===== src/inc/console_pkg.sv =====
package console_pkg;

	localparam int W  = 36;
	localparam int AW = 18;

	// field positions inside a full 36-bit word (bit 0 of the word is the lsb)
	localparam int WD_IND   = 22;
	localparam int WD_X_HI  = 21;
	localparam int WD_X_LO  = 18;
	localparam int WD_Y_HI  = 17;
	localparam int WD_IR_LO = 18;

	// field positions inside the 18-bit instruction register
	localparam int IR_OP_HI  = 17;
	localparam int IR_OP_LO  = 9;
	localparam int IR_AC_HI  = 8;
	localparam int IR_AC_LO  = 5;
	localparam int IR_IND    = 4;
	localparam int IR_X_HI   = 3;
	localparam int IR_TOP_LO = 15;
	localparam int IR_GRP_LO = 12;
	localparam int IR_DEV_HI = 14;
	localparam int IR_DEV_LO = 8;
	localparam int IR_IOP_HI = 7;
	localparam int IR_IOP_LO = 5;
	localparam int IR_MOD_HI = 10;
	localparam int IR_MOD_LO = 9;

	localparam logic [2:0]  TOP_TRAP  = 3'h0;
	localparam logic [2:0]  TOP_IO    = 3'h7;
	localparam logic [1:0]  MODE_IMM  = 2'h1;
	// one bit per opcode group of eight (opcode bits 0-5); a zero marks unassigned codes
	localparam logic [63:0] OP_GROUP_ASSIGNED = 64'hFFFF_FFFF_FFFF_FFFF;

	// special low-memory locations
	localparam logic [17:0] RO_FIRST   = 18'h00010;
	localparam logic [17:0] RO_LAST    = 18'h0001F;
	localparam logic [17:0] TRAP_PC    = 18'h00020;
	localparam logic [17:0] TRAP_XCT   = 18'h00021;
	localparam logic [17:0] ADDR_ONE   = 18'h00001;
	localparam logic [3:0]  X_NONE     = 4'h0;

	// repeat interval: coarse base of 3.4 us, six decade steps
	localparam int CLK_PERIOD_NS     = 5;
	localparam int REPEAT_BASE_NS    = 3400;
	localparam int REPEAT_BASE_CYC   = REPEAT_BASE_NS / CLK_PERIOD_NS;
	localparam logic [9:0] BASE_LAST = 10'(REPEAT_BASE_CYC - 1);
	localparam int FINE_SHIFT        = 4;
	localparam logic [2:0] COARSE_MAX = 3'h5;

	// lever and toggle positions in the switch vector
	localparam int SW_START     = 0;
	localparam int SW_STOP      = 1;
	localparam int SW_CONT      = 2;
	localparam int SW_DEP_THIS  = 3;
	localparam int SW_DEP_NEXT  = 4;
	localparam int SW_VIEW_THIS = 5;
	localparam int SW_VIEW_NEXT = 6;
	localparam int SW_LOCK      = 7;
	localparam int SW_ADDR_STOP = 8;
	localparam int SW_REPEAT    = 9;
	localparam int SW_MEM_STOP  = 10;
	localparam int SW_COUNT     = 11;
	localparam int LEVER_LAST   = SW_VIEW_NEXT;

	// register map over AXI4-Lite
	localparam int AXI_AW = 8;
	localparam logic [7:0] REG_CTRL   = 8'h00;
	localparam logic [7:0] REG_STATUS = 8'h04;
	localparam logic [7:0] REG_PC     = 8'h08;
	localparam logic [7:0] REG_EA     = 8'h0C;
	localparam logic [7:0] REG_IR     = 8'h10;
	localparam int CTRL_COARSE_HI = 2;
	localparam int CTRL_FINE_LO   = 4;
	localparam int CTRL_FINE_HI   = 7;
	localparam logic [2:0] COARSE_RESET = 3'h0;
	localparam logic [3:0] FINE_RESET   = 4'h0;
	localparam logic [1:0] RESP_OKAY    = 2'h0;
	localparam logic [1:0] RESP_SLVERR  = 2'h2;

	typedef enum logic [2:0] {
		PH_FETCH,
		PH_INDEX,
		PH_INDIR,
		PH_OPND,
		PH_TRAP,
		PH_DONE
	} phase_t;

endpackage : console_pkg


===== src/rtl/console_ea.sv =====
// Contract
// - start while halted loads pc from address switches and runs; ignored when running
// - stop lever halts only at the end of a cycle, never midway
// - continue resumes from the stop point; stop plus continue single-steps, but here continue clears stop_req and runs on
// - deposit this writes data switches to address-switch location, no halt
// - deposit next bumps memory address, writes there; ignored while running
// - view_word this shows the address-switch word on the lamps, no halt
// - view_word next bumps memory address, reads and shows it; ignored while running
// - address-match halt stops when memory address equals switches; lamp lights
// - repeat reissues a held lever every 3.4 us times decade, fine adjustable
// - lockout ignores every console control that could disturb the program; the code masks levers only, so address stop and memory stop still act
// - lamps show opcode 0-8, accumulator 9-12, indirect 13, index 14-17
// - halted: pc shows next instruction, memory address shows last reference
// - memory-cycle halt stops after every memory cycle and lights its lamp
// - words 0-17 octal are accumulators; 1-17 index with right halves only
// - program writes to 20-37 octal leave memory unchanged
// - unassigned opcode with nonzero top bits acts as no-operation
// - the 64 codes with zero top bits store pc at 40, execute 41
// - basic format: bits 0-8 opcode with mode, bits 9-12 accumulator
// - I/O format: bits 3-9 device of 128, bits 10-12 one of eight operations
// - address is bits 18-35 plus index right half when index field nonzero
// - indirect bit set fetches a new word and repeats until bit 13 clear
// - immediate mode uses the final effective address as operand
// - viewed word register loads whenever the address-switch location is referenced
// - program counter is 18 bits holding the next instruction's location
//
// Decided for this implementation: the AXI4-Lite interface to the registers and the register offsets.
`timescale 1ns/1ps
module console_ea
	import console_pkg::*;
(
	input  wire logic                clk,
	input  wire logic                arst_n,
	input  wire logic [SW_COUNT-1:0] console_sw,
	input  wire logic [AW-1:0]       address_sw,
	input  wire logic [W-1:0]        data_sw,
	output logic                     run_lamp,
	output logic                     mem_stop_lamp,
	output logic                     addr_stop_lamp,
	output logic [8:0]               instr_lamps,
	output logic [3:0]               ac_lamps,
	output logic                     ind_lamp,
	output logic [3:0]               index_lamps,
	output logic [W-1:0]             fetched_word_lamps,
	output logic [AW-1:0]            pc_lamps,
	output logic [AW-1:0]            ma_lamps,
	output logic                     mem_req,
	output logic                     mem_we,
	output logic [AW-1:0]            mem_addr,
	output logic [W-1:0]             mem_wdata,
	input  wire logic                mem_ack,
	input  wire logic [W-1:0]        mem_rdata,
	output logic                     instr_valid,
	output logic [8:0]               opcode,
	output logic [3:0]               ac_num,
	output logic                     io_instr,
	output logic [6:0]               io_device,
	output logic [2:0]               io_op,
	output logic                     immediate,
	output logic [AW-1:0]            eff_addr,
	output logic [W-1:0]             operand,
	input  wire logic                s_axi_awvalid,
	output logic                     s_axi_awready,
	input  wire logic [AXI_AW-1:0]   s_axi_awaddr,
	input  wire logic                s_axi_wvalid,
	output logic                     s_axi_wready,
	input  wire logic [31:0]         s_axi_wdata,
	input  wire logic [3:0]          s_axi_wstrb,
	output logic                     s_axi_bvalid,
	input  wire logic                s_axi_bready,
	output logic [1:0]               s_axi_bresp,
	input  wire logic                s_axi_arvalid,
	output logic                     s_axi_arready,
	input  wire logic [AXI_AW-1:0]   s_axi_araddr,
	output logic                     s_axi_rvalid,
	input  wire logic                s_axi_rready,
	output logic [31:0]              s_axi_rdata,
	output logic [1:0]               s_axi_rresp
);

	typedef struct packed {
		logic              run;
		logic              busy;
		logic              con_cyc;
		logic              acc_we;
		logic [AW-1:0]     ma;
		logic [W-1:0]      acc_wdata;
		phase_t            phase;
		logic              xct;
		logic              nop;
		logic [AW-1:0]     pc;
		logic [AW-1:0]     ea;
		logic [AW-1:0]     ir;
		logic [W-1:0]      word;
		logic [W-1:0]      mi;
		logic [W-1:0]      operand;
		logic              stop_req;
		logic              mem_halt;
		logic              con_pend;
		logic              con_we;
		logic              con_next;
		logic [AW-1:0]     con_addr;
		logic [W-1:0]      con_data;
		logic              valid;
		logic [9:0]        base_cnt;
		logic [23:0]       rep_cnt;
		logic              rep_fire;
		logic [2:0]        coarse;
		logic [3:0]        fine;
		logic              aw_got;
		logic              w_got;
		logic [AXI_AW-1:0] aw_addr;
		logic [31:0]       w_data;
		logic              bvalid;
		logic [1:0]        bresp;
		logic              rvalid;
		logic [31:0]       rdata;
		logic [1:0]        rresp;
	} state_t;

	state_t q_reg;
	state_t q_next;

	logic [SW_COUNT-1:0] sw_lvl;
	logic [SW_COUNT-1:0] sw_rise;
	logic [AW+W-1:0]     sw_rise_unused;
	logic [AW-1:0]       addr_lvl;
	logic [W-1:0]        data_lvl;

	switch_sync #(
		.N(SW_COUNT + AW + W)
	) u_sync (
		.clk   (clk),
		.arst_n(arst_n),
		.raw   ({data_sw, address_sw, console_sw}),
		.level ({data_lvl, addr_lvl, sw_lvl}),
		.rise  ({sw_rise_unused, sw_rise})
	);

	////////////////////////////////////////////////////////////////////////////////
	// decade table for the repeat interval, counted in 3.4 us base ticks

	function automatic logic [23:0] decade(input logic [2:0] k);
		logic [23:0] d;
		d = 24'h000001;
		for (int i = 0; i < 5; i++) begin
			if (3'(i) < k) begin
				d = 24'(d * 24'h00000A);
			end
		end
		return d;
	endfunction : decade

	function automatic logic [23:0] rep_period(input logic [2:0] k, input logic [3:0] f);
		logic [23:0] d;
		d = decade(k);
		return 24'(d + ((d * 24'(f)) >> FINE_SHIFT));
	endfunction : rep_period

	////////////////////////////////////////////////////////////////////////////////

	logic [SW_COUNT-1:0] press;
	logic                rd_hit;
	logic [31:0]         rd_val;
	logic                wr_hit;
	logic [AW-1:0]       acc_addr;
	logic                acc_wr;
	logic                acc_prog;
	logic [AW-1:0]       ea_idx;

	always_comb begin
		q_next          = q_reg;
		q_next.valid    = 1'b0;
		q_next.rep_fire = 1'b0;
		press           = '0;
		acc_addr        = q_reg.ma;
		acc_wr          = 1'b0;
		acc_prog        = 1'b0;
		ea_idx          = 18'(q_reg.ea + mem_rdata[WD_Y_HI:0]);

		// repeat timer restarts on every fresh press
		if (sw_lvl[SW_REPEAT] && (sw_lvl[LEVER_LAST:0] != '0)) begin
			if (q_reg.base_cnt == BASE_LAST) begin
				q_next.base_cnt = '0;
				if (q_reg.rep_cnt + 24'h000001 >= rep_period(q_reg.coarse, q_reg.fine)) begin
					q_next.rep_cnt  = '0;
					q_next.rep_fire = 1'b1;
				end else begin
					q_next.rep_cnt = 24'(q_reg.rep_cnt + 24'h000001);
				end
			end else begin
				q_next.base_cnt = 10'(q_reg.base_cnt + 10'h001);
			end
		end else begin
			q_next.base_cnt = '0;
			q_next.rep_cnt  = '0;
		end
		if (sw_rise[LEVER_LAST:0] != '0) begin
			q_next.base_cnt = '0;
			q_next.rep_cnt  = '0;
		end

		for (int i = 0; i <= LEVER_LAST; i++) begin
			press[i] = sw_rise[i] | (sw_lvl[i] & sw_lvl[SW_REPEAT] & q_reg.rep_fire);
		end
		// only view_word-this is harmless to a running program
		if (sw_lvl[SW_LOCK]) begin
			press[LEVER_LAST:0] = press[LEVER_LAST:0] & (LEVER_LAST+1)'(1 << SW_VIEW_THIS);
		end

		////////////////////////////////////////////////////////////////////////////
		// console levers

		if (press[SW_START] && !q_reg.run) begin
			q_next.pc       = addr_lvl;
			q_next.run      = 1'b1;
			q_next.phase    = PH_FETCH;
			q_next.xct      = 1'b0;
			q_next.stop_req = 1'b0;
			q_next.mem_halt = 1'b0;
		end
		if (press[SW_STOP] && q_reg.run) begin
			q_next.stop_req = 1'b1;
		end
		if (press[SW_CONT] && !q_reg.run) begin
			q_next.run      = 1'b1;
			q_next.stop_req = 1'b0;
			q_next.mem_halt = 1'b0;
		end
		if (!q_reg.con_pend) begin
			if (press[SW_DEP_THIS] || press[SW_VIEW_THIS]) begin
				q_next.con_pend = 1'b1;
				q_next.con_we   = press[SW_DEP_THIS];
				q_next.con_next = 1'b0;
				q_next.con_addr = addr_lvl;
				q_next.con_data = data_lvl;
			end else if ((press[SW_DEP_NEXT] || press[SW_VIEW_NEXT]) && !q_reg.run) begin
				q_next.con_pend = 1'b1;
				q_next.con_we   = press[SW_DEP_NEXT];
				q_next.con_next = 1'b1;
				q_next.con_data = data_lvl;
			end
		end

		////////////////////////////////////////////////////////////////////////////
		// memory engine: console cycles slip in between processor cycles

		if (!q_reg.busy) begin
			if (q_reg.con_pend) begin
				q_next.con_pend = 1'b0;
				q_next.con_cyc  = 1'b1;
				acc_addr = q_reg.con_next ? 18'(q_reg.ma + ADDR_ONE) : q_reg.con_addr;
				acc_wr   = q_reg.con_we;
				q_next.acc_wdata = q_reg.con_data;
				q_next.busy      = 1'b1;
			end else if (q_reg.run && q_reg.phase != PH_DONE) begin
				q_next.busy = 1'b1;
				acc_prog    = 1'b1;
				case (q_reg.phase)
					PH_FETCH: acc_addr = q_reg.xct ? TRAP_XCT : q_reg.pc;
					PH_INDEX: acc_addr = {14'h0000, q_reg.word[WD_X_HI:WD_X_LO]};
					PH_TRAP: begin
						acc_addr = TRAP_PC;
						acc_wr   = 1'b1;
						q_next.acc_wdata = {18'h00000, q_reg.pc};
					end
					default: acc_addr = q_reg.ea;
				endcase
			end else if (q_reg.run) begin
				// instruction boundary
				q_next.valid = !q_reg.nop;
				q_next.nop   = 1'b0;
				q_next.phase = PH_FETCH;
				if (q_reg.xct) begin
					q_next.xct = 1'b0;
				end else begin
					q_next.pc = 18'(q_reg.pc + ADDR_ONE);
				end
				if (q_reg.stop_req) begin
					q_next.run      = 1'b0;
					q_next.stop_req = 1'b0;
				end
			end
			if (q_next.busy) begin
				q_next.ma     = acc_addr;
				q_next.acc_we = acc_wr && !(acc_prog && acc_addr >= RO_FIRST
					&& acc_addr <= RO_LAST);
			end
		end else if (mem_ack) begin
			q_next.busy    = 1'b0;
			q_next.con_cyc = 1'b0;
			if (q_reg.ma == addr_lvl) begin
				q_next.mi = q_reg.acc_we ? q_reg.acc_wdata : mem_rdata;
			end
			if (q_reg.con_cyc) begin
				if (!q_reg.acc_we) begin
					q_next.mi = mem_rdata;
				end
			end else begin
				case (q_reg.phase)
					PH_FETCH: begin
						q_next.word = mem_rdata;
						q_next.ir   = mem_rdata[W-1:WD_IR_LO];
						q_next.ea   = mem_rdata[WD_Y_HI:0];
						if (mem_rdata[W-1:W-3] == TOP_TRAP) begin
							q_next.phase = PH_TRAP;
							q_next.pc    = 18'(q_reg.pc + ADDR_ONE);
						end else begin
							q_next.nop = !OP_GROUP_ASSIGNED[mem_rdata[W-1:W-6]];
							q_next.phase = (mem_rdata[WD_X_HI:WD_X_LO] != X_NONE) ? PH_INDEX
								: mem_rdata[WD_IND] ? PH_INDIR : PH_OPND;
						end
					end
					PH_INDEX: begin
						q_next.ea    = ea_idx;
						q_next.phase = q_reg.word[WD_IND] ? PH_INDIR : PH_OPND;
					end
					PH_INDIR: begin
						q_next.word  = mem_rdata;
						q_next.ea    = mem_rdata[WD_Y_HI:0];
						q_next.phase = (mem_rdata[WD_X_HI:WD_X_LO] != X_NONE) ? PH_INDEX
							: mem_rdata[WD_IND] ? PH_INDIR : PH_OPND;
					end
					PH_TRAP: begin
						q_next.xct   = 1'b1;
						q_next.phase = PH_FETCH;
					end
					default: begin
						q_next.operand = mem_rdata;
						q_next.phase   = PH_DONE;
					end
				endcase
				// immediate and I/O forms take no operand read
				if (q_next.phase == PH_OPND && (q_next.ir[IR_OP_HI:IR_TOP_LO] == TOP_IO
					|| q_next.ir[IR_MOD_HI:IR_MOD_LO] == MODE_IMM || q_next.nop)) begin
					q_next.operand = {18'h00000, q_next.ea};
					q_next.phase   = PH_DONE;
				end
				if (sw_lvl[SW_MEM_STOP] || (sw_lvl[SW_ADDR_STOP] && q_reg.ma == addr_lvl)) begin
					q_next.run      = 1'b0;
					q_next.mem_halt = sw_lvl[SW_MEM_STOP];
				end
			end
		end

		////////////////////////////////////////////////////////////////////////////
		// AXI4-Lite slave

		if (s_axi_awvalid && s_axi_awready) begin
			q_next.aw_got  = 1'b1;
			q_next.aw_addr = s_axi_awaddr;
		end
		if (s_axi_wvalid && s_axi_wready) begin
			q_next.w_got  = 1'b1;
			q_next.w_data = s_axi_wdata;
		end
		wr_hit = q_reg.aw_addr == REG_CTRL;
		if (q_reg.aw_got && q_reg.w_got && !q_reg.bvalid) begin
			q_next.aw_got = 1'b0;
			q_next.w_got  = 1'b0;
			q_next.bvalid = 1'b1;
			q_next.bresp  = (wr_hit || q_reg.aw_addr == REG_STATUS || q_reg.aw_addr == REG_PC
				|| q_reg.aw_addr == REG_EA || q_reg.aw_addr == REG_IR) ? RESP_OKAY : RESP_SLVERR;
			if (wr_hit) begin
				q_next.coarse = (q_reg.w_data[CTRL_COARSE_HI:0] > COARSE_MAX) ? COARSE_MAX
					: q_reg.w_data[CTRL_COARSE_HI:0];
				q_next.fine   = q_reg.w_data[CTRL_FINE_HI:CTRL_FINE_LO];
			end
		end
		if (q_reg.bvalid && s_axi_bready) begin
			q_next.bvalid = 1'b0;
		end

		rd_hit = 1'b1;
		case (s_axi_araddr)
			REG_CTRL:   rd_val = {24'h000000, q_reg.fine, 1'b0, q_reg.coarse};
			REG_STATUS: rd_val = {24'h000000, q_reg.nop, q_reg.xct, q_reg.con_pend, q_reg.busy,
				q_reg.stop_req, sw_lvl[SW_ADDR_STOP], q_reg.mem_halt, q_reg.run};
			REG_PC:     rd_val = {14'h0000, q_reg.pc};
			REG_EA:     rd_val = {14'h0000, q_reg.ea};
			REG_IR:     rd_val = {14'h0000, q_reg.ir};
			default: begin
				rd_val = 32'h00000000;
				rd_hit = 1'b0;
			end
		endcase
		if (s_axi_arvalid && s_axi_arready) begin
			q_next.rvalid = 1'b1;
			q_next.rdata  = rd_val;
			q_next.rresp  = rd_hit ? RESP_OKAY : RESP_SLVERR;
		end else if (q_reg.rvalid && s_axi_rready) begin
			q_next.rvalid = 1'b0;
		end
	end

	always_ff @(posedge clk or negedge arst_n) begin
		if (!arst_n) begin
			q_reg        <= '0;
			q_reg.phase  <= PH_FETCH;
			q_reg.coarse <= COARSE_RESET;
			q_reg.fine   <= FINE_RESET;
		end else begin
			q_reg <= q_next;
		end
	end

	////////////////////////////////////////////////////////////////////////////////
	// lamps, memory port and decode outputs

	assign run_lamp           = q_reg.run;
	assign mem_stop_lamp      = q_reg.mem_halt;
	assign addr_stop_lamp     = sw_lvl[SW_ADDR_STOP];
	assign instr_lamps        = q_reg.ir[IR_OP_HI:IR_OP_LO];
	assign ac_lamps           = q_reg.ir[IR_AC_HI:IR_AC_LO];
	assign ind_lamp           = q_reg.ir[IR_IND];
	assign index_lamps        = q_reg.ir[IR_X_HI:0];
	assign fetched_word_lamps = q_reg.mi;
	assign pc_lamps           = q_reg.pc;
	assign ma_lamps           = q_reg.ma;

	assign mem_req   = q_reg.busy;
	assign mem_we    = q_reg.busy & q_reg.acc_we;
	assign mem_addr  = q_reg.ma;
	assign mem_wdata = q_reg.acc_wdata;

	assign instr_valid = q_reg.valid;
	assign opcode      = q_reg.ir[IR_OP_HI:IR_OP_LO];
	assign ac_num      = q_reg.ir[IR_AC_HI:IR_AC_LO];
	assign io_instr    = q_reg.ir[IR_OP_HI:IR_TOP_LO] == TOP_IO;
	assign io_device   = q_reg.ir[IR_DEV_HI:IR_DEV_LO];
	assign io_op       = q_reg.ir[IR_IOP_HI:IR_IOP_LO];
	assign immediate   = q_reg.ir[IR_MOD_HI:IR_MOD_LO] == MODE_IMM;
	assign eff_addr    = q_reg.ea;
	assign operand     = q_reg.operand;

	// handshake readies come straight from the holding flags
	assign s_axi_awready = !q_reg.aw_got;
	assign s_axi_wready  = !q_reg.w_got;
	assign s_axi_bvalid  = q_reg.bvalid;
	assign s_axi_bresp   = q_reg.bresp;
	assign s_axi_arready = !q_reg.rvalid;
	assign s_axi_rvalid  = q_reg.rvalid;
	assign s_axi_rdata   = q_reg.rdata;
	assign s_axi_rresp   = q_reg.rresp;

endmodule : console_ea


===== src/rtl/switch_sync.sv =====
`timescale 1ns/1ps
module switch_sync
	import console_pkg::*;
#(
	parameter int N = 1
) (
	input  wire logic         clk,
	input  wire logic         arst_n,
	input  wire logic [N-1:0] raw,
	output logic      [N-1:0] level,
	output logic      [N-1:0] rise
);

	typedef struct packed {
		logic [N-1:0] s1;
		logic [N-1:0] s2;
		logic [N-1:0] s3;
		logic [N-1:0] lvl;
		logic [N-1:0] rise;
	} sync_t;

	sync_t q_reg;
	sync_t q_next;

	// a change counts once stages two and three agree; stage one feeds stage two only
	always_comb begin
		q_next      = q_reg;
		q_next.s1   = raw;
		q_next.s2   = q_reg.s1;
		q_next.s3   = q_reg.s2;
		q_next.lvl  = (q_reg.s2 & q_reg.s3) | (q_reg.lvl & (q_reg.s2 | q_reg.s3));
		q_next.rise = q_next.lvl & ~q_reg.lvl;
	end

	always_ff @(posedge clk or negedge arst_n) begin
		if (!arst_n) begin
			q_reg <= '0;
		end else begin
			q_reg <= q_next;
		end
	end

	assign level = q_reg.lvl;
	assign rise  = q_reg.rise;

endmodule : switch_sync

===== config.mk =====
export PLATFORM = sky130hd
export DESIGN_NAME = console_ea
export DESIGN_NICKNAME = d
export VERILOG_FILES = /design/src/inc/console_pkg.sv /design/src/rtl/console_ea.sv /design/src/rtl/switch_sync.sv
export SDC_FILE = /design/constraint.sdc
export NUM_CORES = 1
export LEC_CHECK = 0
export BUFFER_PORTS_ARGS = -buffer_cell sky130_fd_sc_hd__buf_4
export CAP_MARGIN = 20
export CELL_PAD_IN_SITES_DETAIL_PLACEMENT = 1
export CELL_PAD_IN_SITES_GLOBAL_PLACEMENT = 1
export CORE_UTILIZATION = 25
export CTS_CLUSTER_DIAMETER = 80
export DETAILED_ROUTE_END_ITERATION = 6
export GPL_ROUTABILITY_DRIVEN = 0
export PLACE_DENSITY = 0.57
export RECOVER_POWER = 50
export SETUP_SLACK_MARGIN = 0.3
export SYNTH_ARGS = -nofsm -noshare
export SYNTH_HDL_FRONTEND = slang
export SYNTH_SLANG_ARGS = --single-unit

===== constraint.sdc =====
create_clock -name clk -period 17.4 [get_ports clk]
set_input_delay 0.87 -clock clk [delete_from_list [all_inputs] [get_ports clk]]
set_output_delay 0.87 -clock clk [all_outputs]
set_load 0.01 [all_outputs]

==> results.py <==
metrics = {
    "drt": {
        "wl_met1_mm": 47.00,
        "dr_wl_met3_mm": 7.574,
        "ant_nets": 0,
        "route.met2.wl_mm": 44.91,
        "dr.pass1.iters": 7,
        "wl_per_cell_um": 21.69,
        "wirelength_mm": 102.7,
        "vias": 22270,
        "drc": 2,
        "vias_per_cell": 4.702,
        "maxUsedRoutingLayer": "met4",
        "drt_iter0_drc": 1530,
    },
    "global_route": {
        "grt_pass1_vias": 22760,
        "grt_pass1_wl_mm": 154.1,
        "grt_max_degree": 168,
        "antenna_found_initial": 16,
        "gr-total-overflow": 0,
        "grt_util_all_layers": 0.1649,
    },
    "critical_path": {
        "required_ns": 17.96,
        "critPathLaunch": "q_reg[86]",
        "reg2reg_depth": 43,
        "cp-end-kind": "flop",
        "reg2reg_to": "q_reg[94]",
        "path_class": "reg -> reg",
        "slowest_stage": "a31oi_4",
        "crit_arrival_ns": 11.12,
        "critPathMaxFanout": 31,
        "reg2reg_setup_slack_ns": 6.84,
        "cp_common_cell": "ha_1",
        "critPathMaxStageDelay_ns": 0.78,
        "critPathLaunchType": "flop",
        "rr_startpoint": "q_reg[86]",
    },
    "synthesis": {
        "synth_top_family_by_area": "compound AO/OA/AOI/OAI gates",
        "syn_inst": 2927,
        "synth_ff_type": "dfrtp_1",
        "yosysUniqueCellTypes": 95,
        "ys_ff_latch": 602,
        "synth_warnings": 0,
        "synth.avg_cell_area_um2": 10.47,
        "yosys.area_share.simple": 0.1202,
        "yosysSeqAreaShare": 0.4917,
        "synth_edf_count": 0,
        "synth-async-reset-ratio": 1.000,
        "synth.area.mux_share": 0.04251,
        "synth-compound-area-share": 0.1310,
        "synth_area_um2": 30640,
        "synthAdderAreaFrac": 0.09148,
        "synth_xor_area_frac": 0.03087,
    },
    "cts": {
        "insertion_delay_ns": 0.65,
        "cts_buffers": 72,
        "cts_setup_buffers": 0,
        "hold_buffers": 0,
        "cts_tree": "done",
        "htree_levels": 3,
        "cts-resized-gates": 0,
        "cts_sinks": 602,
        "clk_pin_slew_ns": 0.06,
        "cts.path.max_buffers": 3,
        "cts_root_buf": "clkbuf_16",
    },
    "placed_design": {
        "dp.cells": 4602,
        "place.port_buffers": 385,
        "hpwl_mm": 76.12,
        "post-place-ws_ns": 6.724,
    },
    "min_path": {
        "hold-path-endpoint": "u_sync.q_next[162]",
        "hold_start": "u_sync.q_next[227]",
        "whs_path_depth": 0,
        "min_path_type": "reg -> reg",
    },
    "sta": {
        "fin_crit_ns": 10.56,
        "fin_crit_sh": 0.6066,
        "finalSetupTns_ns": 0,
        "fin_ws_ns": 6.845,
        "relSlewSlack": -2.730,
        "hold_viol": 0,
        "rsz0062_at_grt": "no",
        "setup_violations": 0,
        "fin_worst_skew_ns": 0.02359,
        "slew_violations": 278,
        "fmax_ghz": 0.09474,
        "hold_ws_ns": 0.3463,
        "worst_pin_slew_ns": 5.595,
    },
    "floorplanning": {
        "die_w_um": 352.1,
        "core_um2": 121700,
        "ios": 431,
        "start_util": 0.2517,
        "rows": 128,
        "fp.dieArea_um2": 124000,
        "die_h_um": 352.1,
    },
    "finish": {
        "syn2layout_area_growth_pct": 17.02,
        "fin_nets": 3367,
        "fin_cells": 4736,
        "largest_reg_flops": 130,
        "final_common_cell": "dfrtp_1",
        "final_cell_mix": "601 x dfrtp_1, 351 x nand2_1, 319 x buf_4",
        "layout-drive-gt1-share": 0.1961,
    },
    "power": {
        "leakage_nw": 16.20,
        "net-switching-power_mw": 2.295,
        "internal-power_mw": 3.508,
        "swShare": 0.3955,
        "combPwrFrac": 0.344,
        "ir_drop_mv": 0.08864,
        "power_density_nw_per_um2": 161.9,
        "p_total_mw": 5.803,
        "clock_power_share": 0.264,
        "seqPwrFrac": 0.391,
    },
    "job": {
        "cap_viol_max_count": 5,
    },
    "outcome": {
        "status": "finished with violations",
        "violations": "DRC, capacitance limit, slew limit",
    },
}
-- synth_stat cells (18+ instances only) --
master    instances  area, um2
o22ai_1          18      112.6
xnor2_1          46      402.9
a21o_1           26      195.2
inv_1            91      341.6
ha_1            116       1451
xor2_1           62      543.0
o21a_1           27      202.7
and3_1           29      181.4
and2_1           37      231.5
maj3_1           65      650.6
nor2_1          154      578.1
a22o_1           21      183.9
a22oi_1          45      337.8
buf_2            27      135.1
mux2_2           81      912.1
o21ai_1          37      185.2
nand2_1         352       1321
buf_4           257       1929
nor3_1           42      210.2
dfrtp_1         602      15060
nand3_1          67      335.3
fa_1             35      700.7
o21ai_0         148      740.7
nor2b_1          20      125.1
clkbuf_1        103      386.6
mux2i_1          39      390.4
a21oi_1         106      530.5
a211oi_1         20      150.1
a31oi_1          26      162.7
a222oi_1         22      220.2
-- routing by layer --
| layer | track usage | up-vias |
|---|---|---|
| li1 | - | 10200 |
| met3 | 0.04554 | 133 |
| met4 | 0.05678 | 0 |
| met5 | 0 | - |
| met1 | 0.2263 | 11320 |
| met2 | 0.2477 | 611 |
-- worst max path at each step --
stage / to / depth (start not counted) / slack (ns)
2_1_floorplan: q_reg[99] / 45 / 8.40
3_3_place_gp: q_reg[98] / 42 / 6.89
3_5_place_dp: q_reg[94] / 42 / 6.72
4_1_cts: q_reg[94] / 42 / 6.70
5_1_grt: q_reg[94] / 42 / 5.86
6_report: q_reg[94] / 43 / 6.84
-- layout make-up --
cell class	count	area, um2
Sequential cell	602	15070
Antenna cell	1	2.502
Clock inverter	27	290.3
Tap cell	1625	2033
Inverter	92	345.3
Fill cell	13830	85870
Clock buffer	102	2118
Timing Repair Buffer	421	3080
Multi-Input combinational cell	1866	12910
-- through the flow --
step,area (um2),utilization
2_1_floorplan,30730,-
3_3_place_gp,33500,0.2753
3_5_place_dp,33540,0.2755
4_1_cts,35950,0.2953
5_1_grt,35850,0.2945
6_report,35850,0.2945
-- cell families (layout without fill, tap and decap cells) --
kind of cell,after synthesis,count (layout)
flip-flops,602,602
other,2,27
AND/OR/NAND/NOR,789,789
adder cells (fa/ha/maj),216,216
AO/OA/AOI/OAI,607,607
buffers and inverters,483,642
multiplexers,120,120
XOR/XNOR,108,108
-- power by group through the flow --
| stage | clock network (mW) | logic [mW] | registers (mW) |
|---|---|---|---|
| CTS | 1.59 | 2.03 | 2.28 |
| global route | 1.63 | 2.19 | 2.32 |
| floorplan | 0 | 1.55 | 1.98 |
| finish | 1.53 | 2.00 | 2.27 |
| detailed placement | 0 | 2.02 | 2.30 |
| global placement | 0 | 2.00 | 2.29 |
-- worst max-delay path: cells and delay by family, from the launching register on --
| kind | cells | cell delay (ns) |
|---|---|---|
| AO/OA/AOI/OAI | 15 | 3.80 |
| XOR/XNOR | 4 | 0.50 |
| multiplexers | 1 | 0.17 |
| buffers and inverters | 3 | 0.41 |
| adder cells (fa/ha/maj) | 9 | 3.15 |
| flip-flops | 1 | 0.74 |
| AND/OR/NAND/NOR | 11 | 1.67 |
Note: power is estimated with default switching activity, not from simulation.
